File: src/hw/i2c_tx_pkg.sv
/*
  Shared constants and types for the two-wire slave transmit block:
  register offsets, field positions, reset values and bus carrier types.
  Assumes a 32-bit AHB-Lite register bus and an 8-bit serial byte.
*/
package i2c_tx_pkg;
  // Register byte offsets
  localparam logic [7:0] ctrl_off = 8'h00;        // Control
  localparam logic [7:0] status_off = 8'h04;      // Serial port status
  localparam logic [7:0] data_off = 8'h08;        // Data buffer
  localparam logic [7:0] irq_stat_off = 8'h0c;    // Sticky events, write one to clear
  localparam logic [7:0] irq_mask_off = 8'h10;    // Event mask
  localparam int addr_lsb_w = 8;                  // Decoded address width

  // Control fields
  localparam int ctrl_en_bit = 0;                 // Block enable
  localparam int ctrl_ckp_bit = 1;                // Clock release
  localparam int ctrl_start_ie_bit = 2;           // Interrupt on start
  localparam int ctrl_slave_collision_detect_en_bit = 3;              // Slave collision detect enable
  localparam int ctrl_addr_lsb = 8;               // Own 7-bit address
  localparam int ctrl_addr_msb = 14;
  localparam logic [6:0] own_addr_rst = 7'h00;    // Own address after reset

  // Status fields
  localparam int st_bf_bit = 0;                   // Buffer full
  localparam int st_rw_bit = 1;                   // Read indication
  localparam int st_start_bit = 2;                // Start seen
  localparam int st_stop_bit = 3;                 // Stop seen
  localparam int st_ack_status_bit_bit = 4;              // Acknowledge status from master
  localparam int st_addressed_bit = 5;            // Currently addressed

  // Interrupt status fields
  localparam int irq_port_bit = 0;                // Serial port event flag
  localparam int irq_bcl_bit = 1;                 // Bus collision flag
  localparam int irq_w = 2;

  // Byte framing
  localparam logic [3:0] bits_per_byte = 4'h8;    // Data bits per byte

  // AHB transfer type bit marking an active transfer
  localparam int htrans_active_bit = 1;

  // Latched address phase
  typedef struct packed {
    logic valid;
    logic write;
    logic [7:0] addr;
  } ahb_req_t;

  // Synchronised bus levels and their edges
  typedef struct packed {
    logic scl;
    logic sda;
    logic scl_rise;
    logic scl_fall;
    logic start;
    logic stop;
  } bus_evt_t;
endpackage : i2c_tx_pkg

File: src/hw/i2c_slave_transmit.sv
/*
  Slave transmit path of a two-wire serial port with an AHB-Lite register
  slave. Answers a read address, stretches the clock while software loads
  each byte, shifts bytes out, samples the master's acknowledge and flags
  collisions. Assumes open-drain pads outside (output enable high pulls the
  line low) and a bus clock far slower than hclk.
*/
// The AHB-Lite interface to the registers and the address map were decided locally.
`timescale 1ns/10ps
`default_nettype none
module i2c_slave_transmit (
  input wire logic hclk,
  input wire logic hresetn,
  input wire logic hsel,
  input wire logic [31:0] haddr,
  input wire logic [1:0] htrans,
  input wire logic hwrite,
  input wire logic [2:0] hsize,
  input wire logic [31:0] hwdata,
  input wire logic hready,
  output logic [31:0] hrdata,
  output logic hreadyout,
  output logic hresp,
  input wire logic scl_i,
  output logic scl_o,
  output logic scl_oe,
  input wire logic sda_i,
  output logic sda_o,
  output logic sda_oe,
  output logic irq
);
  // One-hot protocol states
  typedef enum logic [5:0] {
    st_idle = 6'b000001,    // Not addressed
    st_addr = 6'b000010,    // Receiving address byte
    st_aack = 6'b000100,    // Driving address acknowledge
    st_hold = 6'b001000,    // Clock stretched, waiting for software
    st_tx = 6'b010000,      // Shifting data out
    st_mack = 6'b100000     // Master acknowledge clock
  } state_t;

  state_t state_q;
  i2c_tx_pkg::ahb_req_t req_q;          // Address phase awaiting data phase
  i2c_tx_pkg::bus_evt_t ev;             // Decoded bus events
  logic [1:0] scl_sync_q;               // Two-stage synchroniser for SCL
  logic [1:0] sda_sync_q;               // Two-stage synchroniser for SDA
  logic scl_prev_q;                     // Synchronised SCL one cycle back
  logic sda_prev_q;                     // Synchronised SDA one cycle back
  logic [7:0] ctrl_q;                   // Enable, release and enables
  logic [6:0] own_addr_q;               // Own slave address
  logic [7:0] buf_q;                    // Data buffer
  logic [7:0] shift_q;                  // Shift register
  logic [3:0] cnt_q;                    // Bit counter in current byte
  logic bf_q;                           // Buffer full
  logic rw_q;                           // Read indication
  logic start_q;                        // Start seen
  logic stop_q;                         // Stop seen
  logic ack_status_bit_q;                      // Master acknowledge status
  logic [i2c_tx_pkg::irq_w-1:0] irq_stat_q;  // Sticky events
  logic [i2c_tx_pkg::irq_w-1:0] irq_mask_q;  // Event mask
  logic [i2c_tx_pkg::irq_w-1:0] irq_set;     // Events this cycle
  logic [31:0] rdata_d;                 // Read mux
  logic addr_take;                      // Address phase accepted
  logic wr_ctrl;                        // Data phase write strobes
  logic wr_data;
  logic wr_irq;
  logic wr_mask;
  logic rd_data;                        // Read of data buffer
  logic addr_hit;                       // Received address matches
  logic collide;                        // Released SDA seen low
  logic port_evt;                       // Serial port event
  logic bcl_evt;                        // Collision event

  // Synchronisers; first stage feeds only the second
  always_ff @(posedge hclk or negedge hresetn) begin
    if (!hresetn) begin
      scl_sync_q <= 2'h3;
      sda_sync_q <= 2'h3;
      scl_prev_q <= 1'b1;
      sda_prev_q <= 1'b1;
    end else begin
      scl_sync_q <= {scl_sync_q[0], scl_i};
      sda_sync_q <= {sda_sync_q[0], sda_i};
      scl_prev_q <= scl_sync_q[1];
      sda_prev_q <= sda_sync_q[1];
    end
  end

  // Edge and condition decode on synchronised levels
  always_comb begin
    ev.scl = scl_sync_q[1];
    ev.sda = sda_sync_q[1];
    ev.scl_rise = ev.scl & ~scl_prev_q;
    ev.scl_fall = ~ev.scl & scl_prev_q;
    // SDA moving while SCL stays high marks start or stop
    ev.start = ev.scl & scl_prev_q & ~ev.sda & sda_prev_q;
    ev.stop = ev.scl & scl_prev_q & ev.sda & ~sda_prev_q;
  end

  // Bus side decode
  assign addr_take = hsel & hready & htrans[i2c_tx_pkg::htrans_active_bit];
  assign wr_ctrl = req_q.valid & req_q.write & (req_q.addr == i2c_tx_pkg::ctrl_off);
  assign wr_data = req_q.valid & req_q.write & (req_q.addr == i2c_tx_pkg::data_off);
  assign wr_irq = req_q.valid & req_q.write & (req_q.addr == i2c_tx_pkg::irq_stat_off);
  assign wr_mask = req_q.valid & req_q.write & (req_q.addr == i2c_tx_pkg::irq_mask_off);
  assign rd_data = addr_take & ~hwrite
                   & (haddr[i2c_tx_pkg::addr_lsb_w-1:0] == i2c_tx_pkg::data_off);

  assign addr_hit = (shift_q[7:1] == own_addr_q) & shift_q[0];
  // Only a released one can be overridden; a driven zero cannot collide
  assign collide = (state_q == st_tx) & ev.scl_rise & shift_q[7] & ~ev.sda;
  assign bcl_evt = collide & ctrl_q[i2c_tx_pkg::ctrl_slave_collision_detect_en_bit];
  assign port_evt = ((state_q == st_aack) & ev.scl_fall)
                    | ((state_q == st_mack) & ev.scl_fall)
                    | (ev.start & ctrl_q[i2c_tx_pkg::ctrl_start_ie_bit]);
  assign irq_set = {bcl_evt, port_evt};

  // Address phase capture; data phase follows next cycle
  always_ff @(posedge hclk or negedge hresetn) begin
    if (!hresetn) begin
      req_q <= '0;
    end else begin
      req_q.valid <= addr_take;
      req_q.write <= hwrite;
      req_q.addr <= haddr[i2c_tx_pkg::addr_lsb_w-1:0];
    end
  end

  // Read mux; unmapped offsets read zero
  always_comb begin
    rdata_d = 32'h0000_0000;
    case (haddr[i2c_tx_pkg::addr_lsb_w-1:0])
      i2c_tx_pkg::ctrl_off: begin
        rdata_d[7:0] = ctrl_q;
        rdata_d[i2c_tx_pkg::ctrl_addr_msb:i2c_tx_pkg::ctrl_addr_lsb] = own_addr_q;
      end
      i2c_tx_pkg::status_off: begin
        rdata_d[i2c_tx_pkg::st_bf_bit] = bf_q;
        rdata_d[i2c_tx_pkg::st_rw_bit] = rw_q;
        rdata_d[i2c_tx_pkg::st_start_bit] = start_q;
        rdata_d[i2c_tx_pkg::st_stop_bit] = stop_q;
        rdata_d[i2c_tx_pkg::st_ack_status_bit_bit] = ack_status_bit_q;
        rdata_d[i2c_tx_pkg::st_addressed_bit] = (state_q != st_idle);
      end
      i2c_tx_pkg::data_off: rdata_d[7:0] = buf_q;
      i2c_tx_pkg::irq_stat_off: rdata_d[i2c_tx_pkg::irq_w-1:0] = irq_stat_q;
      i2c_tx_pkg::irq_mask_off: rdata_d[i2c_tx_pkg::irq_w-1:0] = irq_mask_q;
      default: rdata_d = 32'h0000_0000;
    endcase
  end

  // Bus answers: zero wait states, always OKAY
  always_ff @(posedge hclk or negedge hresetn) begin
    if (!hresetn) begin
      hrdata <= 32'h0000_0000;
      hreadyout <= 1'b1;
      hresp <= 1'b0;
    end else begin
      hreadyout <= 1'b1;
      hresp <= 1'b0;
      if (addr_take && !hwrite) begin
        hrdata <= rdata_d;
      end
    end
  end

  // Control register; hardware clears the release bit when it stretches
  always_ff @(posedge hclk or negedge hresetn) begin
    if (!hresetn) begin
      ctrl_q <= 8'h00;
      own_addr_q <= i2c_tx_pkg::own_addr_rst;
    end else begin
      if (wr_ctrl) begin
        ctrl_q <= hwdata[7:0];
        own_addr_q <= hwdata[i2c_tx_pkg::ctrl_addr_msb:i2c_tx_pkg::ctrl_addr_lsb];
      end
      // Hardware clear wins: a stretch must never be lost
      if ((state_q == st_aack || state_q == st_mack) && ev.scl_fall) begin
        ctrl_q[i2c_tx_pkg::ctrl_ckp_bit] <= 1'b0;
      end
    end
  end

  // Sticky interrupt status and mask; set wins over clear
  always_ff @(posedge hclk or negedge hresetn) begin
    if (!hresetn) begin
      irq_stat_q <= '0;
      irq_mask_q <= '0;
      irq <= 1'b0;
    end else begin
      irq_stat_q <= (irq_stat_q & ~(wr_irq ? hwdata[i2c_tx_pkg::irq_w-1:0] : '0))
                    | irq_set;
      if (wr_mask) begin
        irq_mask_q <= hwdata[i2c_tx_pkg::irq_w-1:0];
      end
      irq <= |(irq_stat_q & irq_mask_q);
    end
  end

  // Status bits
  always_ff @(posedge hclk or negedge hresetn) begin
    if (!hresetn) begin
      bf_q <= 1'b0;
      rw_q <= 1'b0;
      start_q <= 1'b0;
      stop_q <= 1'b0;
      ack_status_bit_q <= 1'b0;
    end else begin
      if (ev.start) begin
        start_q <= 1'b1;
        stop_q <= 1'b0;
      end else if (ev.stop) begin
        start_q <= 1'b0;
        stop_q <= 1'b1;
        rw_q <= 1'b0;
      end
      if (state_q == st_addr && ev.scl_fall && cnt_q == i2c_tx_pkg::bits_per_byte
          && addr_hit) begin
        rw_q <= 1'b1;
      end
      if (state_q == st_mack && ev.scl_rise) begin
        ack_status_bit_q <= ev.sda;
      end
      // Hardware setting the buffer wins over a read clearing it
      if (wr_data || (state_q == st_addr && ev.scl_fall
          && cnt_q == i2c_tx_pkg::bits_per_byte && addr_hit)) begin
        bf_q <= 1'b1;
      end else if (rd_data || (state_q == st_hold && ctrl_q[i2c_tx_pkg::ctrl_ckp_bit])) begin
        bf_q <= 1'b0;
      end
    end
  end

  // Protocol state, shifter and buffer
  always_ff @(posedge hclk or negedge hresetn) begin
    if (!hresetn) begin
      state_q <= st_idle;
      shift_q <= 8'h00;
      buf_q <= 8'h00;
      cnt_q <= 4'h0;
    end else begin
      if (wr_data) begin
        buf_q <= hwdata[7:0];
        shift_q <= hwdata[7:0];
      end
      if (!ctrl_q[i2c_tx_pkg::ctrl_en_bit]) begin
        state_q <= st_idle;
      end else if (ev.start) begin
        // Restart also drops any addressing in progress
        state_q <= st_addr;
        cnt_q <= 4'h0;
      end else if (ev.stop) begin
        state_q <= st_idle;
      end else begin
        case (state_q)
          st_idle: state_q <= st_idle;
          st_addr: begin
            if (ev.scl_rise) begin
              shift_q <= {shift_q[6:0], ev.sda};
              cnt_q <= cnt_q + 4'h1;
            end else if (ev.scl_fall && cnt_q == i2c_tx_pkg::bits_per_byte) begin
              // Write requests belong to the receive path; ignore here
              if (addr_hit) begin
                buf_q <= shift_q;
                state_q <= st_aack;
              end else begin
                state_q <= st_idle;
              end
            end
          end
          st_aack: begin
            if (ev.scl_fall) begin
              state_q <= st_hold;
            end
          end
          st_hold: begin
            if (ctrl_q[i2c_tx_pkg::ctrl_ckp_bit]) begin
              cnt_q <= 4'h0;
              state_q <= st_tx;
            end
          end
          st_tx: begin
            if (collide && ctrl_q[i2c_tx_pkg::ctrl_slave_collision_detect_en_bit]) begin
              state_q <= st_idle;
            end else if (ev.scl_fall) begin
              shift_q <= {shift_q[6:0], 1'b0};
              cnt_q <= cnt_q + 4'h1;
              if (cnt_q == i2c_tx_pkg::bits_per_byte - 4'h1) begin
                state_q <= st_mack;
              end
            end
          end
          st_mack: begin
            if (ev.scl_fall) begin
              state_q <= ack_status_bit_q ? st_idle : st_hold;
            end
          end
          default: state_q <= st_idle;
        endcase
      end
    end
  end

  // Pin drivers: only pull low; SDA leads the SCL release by one cycle
  always_ff @(posedge hclk or negedge hresetn) begin
    if (!hresetn) begin
      scl_o <= 1'b0;
      sda_o <= 1'b0;
      scl_oe <= 1'b0;
      sda_oe <= 1'b0;
    end else begin
      scl_o <= 1'b0;
      sda_o <= 1'b0;
      scl_oe <= (state_q == st_hold);
      case (state_q)
        st_aack: sda_oe <= 1'b1;
        st_hold: sda_oe <= ctrl_q[i2c_tx_pkg::ctrl_ckp_bit] & ~shift_q[7];
        st_tx: sda_oe <= ~shift_q[7];
        default: sda_oe <= 1'b0;
      endcase
    end
  end
endmodule : i2c_slave_transmit
`default_nettype wire

File: config.mk
export PLATFORM = sky130hd
export DESIGN_NAME = i2c_slave_transmit
export DESIGN_NICKNAME = d
export VERILOG_FILES = /design/src/hw/i2c_tx_pkg.sv /design/src/hw/i2c_slave_transmit.sv
export SDC_FILE = /design/constraint.sdc
export NUM_CORES = 1
export LEC_CHECK = 0
export BUFFER_PORTS_ARGS = -buffer_cell sky130_fd_sc_hd__buf_2
export CELL_PAD_IN_SITES_DETAIL_PLACEMENT = 2
export CELL_PAD_IN_SITES_GLOBAL_PLACEMENT = 2
export CORE_ASPECT_RATIO = 1.1
export CORE_MARGIN = 5
export CORE_UTILIZATION = 25
export DETAILED_ROUTE_END_ITERATION = 6
export MAX_ROUTING_LAYER = met4
export PLACE_DENSITY_LB_ADDON = 0.25
export SLEW_MARGIN = 25
export SYNTH_ARGS = -nofsm -noshare
export SYNTH_HDL_FRONTEND = slang
export SYNTH_SLANG_ARGS = --single-unit
File: constraint.sdc
create_clock -name hclk -period 3.1 [get_ports hclk]
set_input_delay 0 -clock hclk [delete_from_list [all_inputs] [get_ports hclk]]
set_output_delay 0 -clock hclk [all_outputs]
set_load 0.05 [all_outputs]
Yosys cells after proc, flatten, opt, wreduce, memory -nomap -nowiden
Index checks and enable logic that the tools add are counted.
Widths: inputs -> output; s select.

storage, ports and cells
  bits of input ports = 76
  flip-flop bits (word level) = 84

cells by class
  mux-type cells = 53
  bitwise logic cells = 37
  add/subtract/negate cells = 1
  reductions and logical operators = 24
  equal/unequal tests = 29

operators with widths
  kind                number
  $mux 8              15
  $mux 6              11
  $eq 8x4->1 const B  4
  $pmux 6 s5          1
  $mux 4              7
  $and 1x1->1         25
  $pmux 4 s3          2
  $ne 5x5->1 const B  4
  $eq 8x5->1 const B  2
  $logic_not 8->1     2
  $pmux 8 s2          1
  $reduce_and 7->1    2
  $ne 3x3->1 const B  4
  $pmux 2 s5          1
  $logic_and 1x1->1   9
  $mux 1              9
  $eq 8x3->1 const B  1
  $reduce_bool 2->1   4
  $eq 7x7->1          1
  $mux 7              1
  $eq 6x2->1 const B  1
  $eq 6x3->1 const B  1
  $eq 6x4->1 const B  1
  $eq 6x5->1 const B  1
  23 further kinds    34

Logic depth before layout (Yosys ltp)
  depth in word-level cells = 11
  depth in mapped cells = 8

Worst setup path before layout
OpenSTA, ideal clock, no wires.

  kind = register to register
  from = reg scl_prev_q
  to = reg buf_q[1]
  data arrival time = 2191 ps
  library setup time = 125 ps
  required time = 2975 ps
  cell stages (with the launch flop) = 7
  period minus slack after synthesis = 2316 ps
  setup slack = 784 ps
  cell sequence = dfstp_2 nand2b_4 or3_4 or4_4 or2_0 buf_6 mux2_4

on the way
  word-level cells in the longest chain between the ends = 8
  elaborated cells between the ends (all ways) = 15
  those cells by class = mux: 6; bitwise: 8; reduce/logical: 1

ends and longest elaborated chain
  item                    line                       source
  start, declared         i2c_slave_transmit.sv:47   logic scl_prev_q;
  start signal, assigned  i2c_slave_transmit.sv:84   scl_prev_q <= scl_sync_q[1];
  $and 1x1->1             i2c_slave_transmit.sv:94   ev.scl_fall = ~ev.scl & scl_prev_q;
  $logic_and 1x1->1       i2c_slave_transmit.sv:261  end else if (ev.scl_fall && cnt_q == i2c_tx_pkg::bits_per_byte) begin
  $mux 8                  i2c_slave_transmit.sv:261
  $mux 8                  i2c_slave_transmit.sv:258  if (ev.scl_rise) begin
  $mux 8                  i2c_slave_transmit.sv:255  case (state_q)
  $mux 8                  i2c_slave_transmit.sv:252  end else if (ev.stop) begin
  $mux 8 (*)              i2c_slave_transmit.sv:248  end else if (ev.start) begin
  $mux 8 (*)              i2c_slave_transmit.sv:246  if (!ctrl_q[i2c_tx_pkg::ctrl_en_bit]) begin
  end signal, assigned    i2c_slave_transmit.sv:243  buf_q <= hwdata[7:0];
  end signal, assigned    i2c_slave_transmit.sv:264  buf_q <= shift_q;
  end, declared           i2c_slave_transmit.sv:51   logic [7:0] buf_q;

Every way passes the cells marked *; elsewhere a longest branch is shown, timed or not.
A chain may end at the register's enable or synchronous reset.

Worst setup path after layout
  from = reg state_q[3]
  to = reg buf_q[5]

on the way
  word-level cells in the longest chain between the ends = 5

ends and longest elaborated chain
  item                    line                       source
  start, declared         i2c_slave_transmit.sv:42   state_t state_q;
  start signal, assigned  i2c_slave_transmit.sv:237  state_q <= st_idle;
  start signal, assigned  i2c_slave_transmit.sv:247  state_q <= st_idle;
  start signal, assigned  i2c_slave_transmit.sv:250  state_q <= st_addr;
  $eq 6x2->1              i2c_slave_transmit.sv:255
  $mux 8                  i2c_slave_transmit.sv:255
  $mux 8                  i2c_slave_transmit.sv:252
  $mux 8                  i2c_slave_transmit.sv:248
  $mux 8                  i2c_slave_transmit.sv:246

Every way passes these cells.

==> flow_summary.ini <==
[finish]
drive_above_1_share = 0.2789
layout.nets = 532
diodes = 0
fillerInstances = 1749
multi_input_area_um2 = 1829
fin_util = 0.3173
design_area_um2 = 5155
area_growth_pct = 25.72
regArea_um2 = 2111
final_cell_mix = dfrtp_1, buf_2, nand2_1
final_common_cell = dfrtp_1

[clocking]
clkSlewWorstSetupHoldPaths_ps = 70
clock_latency_ps = 350
cts_tree = done
cts_setup_buffers = 0
cts-root-buf = clkbuf_16
clk_path_buf_depth = 2
cts.sink_count = 84
cts_resized = 0
ctsHoldBuffers = 29
htreeDepth = 3
cts_buffers = 9

[floorplanning]
fp.dieH_um = 144.3
rows = 49
dieArea_um2 = 19060
ios = 115
die_x_um = 132.1
coreArea_um2 = 16250
start_util = 0.2524

[worst_setup_path]
cpMaxStageDelayCell = nor4_1
rrSetupSlack_ps = 560
path_buf_inv = 1
worstPathCellList = nor4_1 -> nand4_1 -> or4_4 -> or2_0 -> buf_4 -> mux2_4
r2r-end = buf_q[5]
worstPathMaxFanout = 8
start_kind = flip-flop
cp-end-kind = flip-flop
cp.arrival_ps = 2770
path_class = reg -> reg
max_stage_delay_ps = 550
regToRegStartpoint = state_q[3]
critPathRequiredTime_ps = 3330
r2r_cells = 6
path_delay_family = simple AND/OR/NAND/NOR gates

[sta]
hold_slack_ps = 54.83
finClkSkew_ps = 8.115
setup_viol = 0
rsz0062_at_grt = false
worst_slew_pin_slew_ps = 748.9
fin_ws_ps = 555.5
period_needed_ps = 2545
max_clock_freq_mhz = 393.0
setup_tns_ps = 0
maxSlewHeadroom = 0.4954
post-route-period-util = 0.8208
final_max_slew_viol_count = 0
finalHoldViolations = 0

[drt]
wl_mm = 11.96
drtIter0Drc = 71
drc_errors = 0
viasPerCell = 4.632
drtPass1Iterations = 4
ant_nets = 0
vias = 3071
wl_per_cell_um = 18.04

[grt]
gr-usage-all-layers = 0.1367
grt_pass1_vias = 3596
antenna_found_initial = 0
gr-total-overflow = 0
grt_pass1_wl_mm = 19.91
grt_start_max_net_pins = 37

[place]
pre_cts_slack_ps = 565.2
portBuffers = 48
place_congestion = 0.8077
placedInstanceArea_um2 = 4569
dp_hpwl_mm = 8.572

[power]
p_leak_nw = 2.334
p_per_area_nw_per_um2 = 468.0
peakVddDrop_mv = 0.2417

[synthesis]
synth_area_per_cell_um2 = 11.20
synth-seq-cells = 84
yosysSeqAreaShare = 0.5148
yosysTopAreaCell = dfrtp_1
dominantRegCellSynth = dfrtp_1
synthArstFlopShare = 1.000
synth_edf_count = 0
syn_inst = 366
synth_cell_types = 58
synthTopCellsByArea = dfrtp_1, mux2_2, dfstp_2
yosysWarnings = 0
synth_top_area_frac = 0.4699
netlist_area_um2 = 4100

[status]
outcome = finished clean

[min_path]
hold_path_class = in -> async

[run]
max-cap-violations = 0
## power breakdown
| group | switching, mW | internal (mW) |
|---|---|---|
| clock | 0.447 | 0.646 |
| sequential | 0.0186 | 1.12 |
| combinational | 0.122 | 0.0619 |
| total | 0.588 | 1.83 |
## flip-flops by register name, summed over array words and instances, names as in the netlist, 2 cells and up
register    cells
ctrl_q          8
irq_mask_q      2
scl_sync_q      2
state_q         6
sda_sync_q      2
hrdata         15
shift_q         8
cnt_q           4
buf_q           8
own_addr_q      7
req_q          10
irq_stat_q      2
## how the worst max path moves through the flow
| stage | startpoint | to | cells past startpoint |
|---|---|---|---|
| finish | state_q[3] | buf_q[5] | 6 |
| global route | state_q[3] | buf_q[4] | 6 |
| CTS | state_q[3] | buf_q[5] | 6 |
| detailed placement | scl_prev_q | buf_q[3] | 6 |
| global placement | scl_prev_q | buf_q[5] | 6 |
| floorplan | scl_prev_q | buf_q[1] | 6 |
## cell families (layout without fill, tap and decap cells)
logic type / after synthesis / count (layout) / synth area share
AO/OA/AOI/OAI: 64 / 64 / 0.1004
XOR/XNOR: 10 / 10 / 0.02136
adder cells (fa/ha/maj): 2 / 2 / 0.006102
buffers and inverters: 40 / 114 / 0.06073
flip-flops: 84 / 84 / 0.5148
multiplexers: 51 / 51 / 0.1437
other: 2 / 21 / 0.001832
AND/OR/NAND/NOR: 113 / 113 / 0.1511
## metrics by stage
step                      power (mW)  instances
final                          2.413        663
after global routing           2.531        663
after CTS                      2.461        663
after detailed placement       1.315        618
after global placement         1.310        618
after floorplan                1.262        385
## synth_stat cells, types with 3 or more instances
| library cell | count |
|---|---|
| o21ai_0 | 16 |
| dfstp_2 | 7 |
| nor3_1 | 5 |
| a31oi_1 | 5 |
| and3_1 | 3 |
| mux2_2 | 25 |
| nand2_1 | 30 |
| a22o_1 | 10 |
| nand3_1 | 3 |
| nor3b_1 | 3 |
| a21oi_1 | 15 |
| clkbuf_1 | 7 |
| nand4_1 | 3 |
| nor4_1 | 6 |
| buf_4 | 22 |
| xnor2_1 | 9 |
| mux2i_1 | 18 |
| nand2b_1 | 6 |
| inv_1 | 7 |
| or4_1 | 3 |
| nor2_1 | 29 |
| mux2_4 | 7 |
| o31ai_1 | 4 |
| dfrtp_1 | 77 |
## layer usage
| metal | vias to the layer above | routed length, um | GRT usage |
|---|---|---|---|
| li1 | 1441 | - | - |
| met1 | 1578 | 5273 | 0.1578 |
| met2 | 45 | 6177 | 0.2381 |
| met3 | 7 | 402 | 0.03619 |
| met4 | 0 | 108 | 0.03411 |
| met5 | - | 0 | - |
## final cells by class
type                    instances  area share
clock buffers                  12     0.04782
clock inverters                 4    0.009466
inverters                       7    0.005097
multi-input cells             261      0.3549
flip-flops and latches         84      0.4095
well taps                     204     0.04951
repair buffers                 91      0.1238
(Power assumes the default switching activity.)
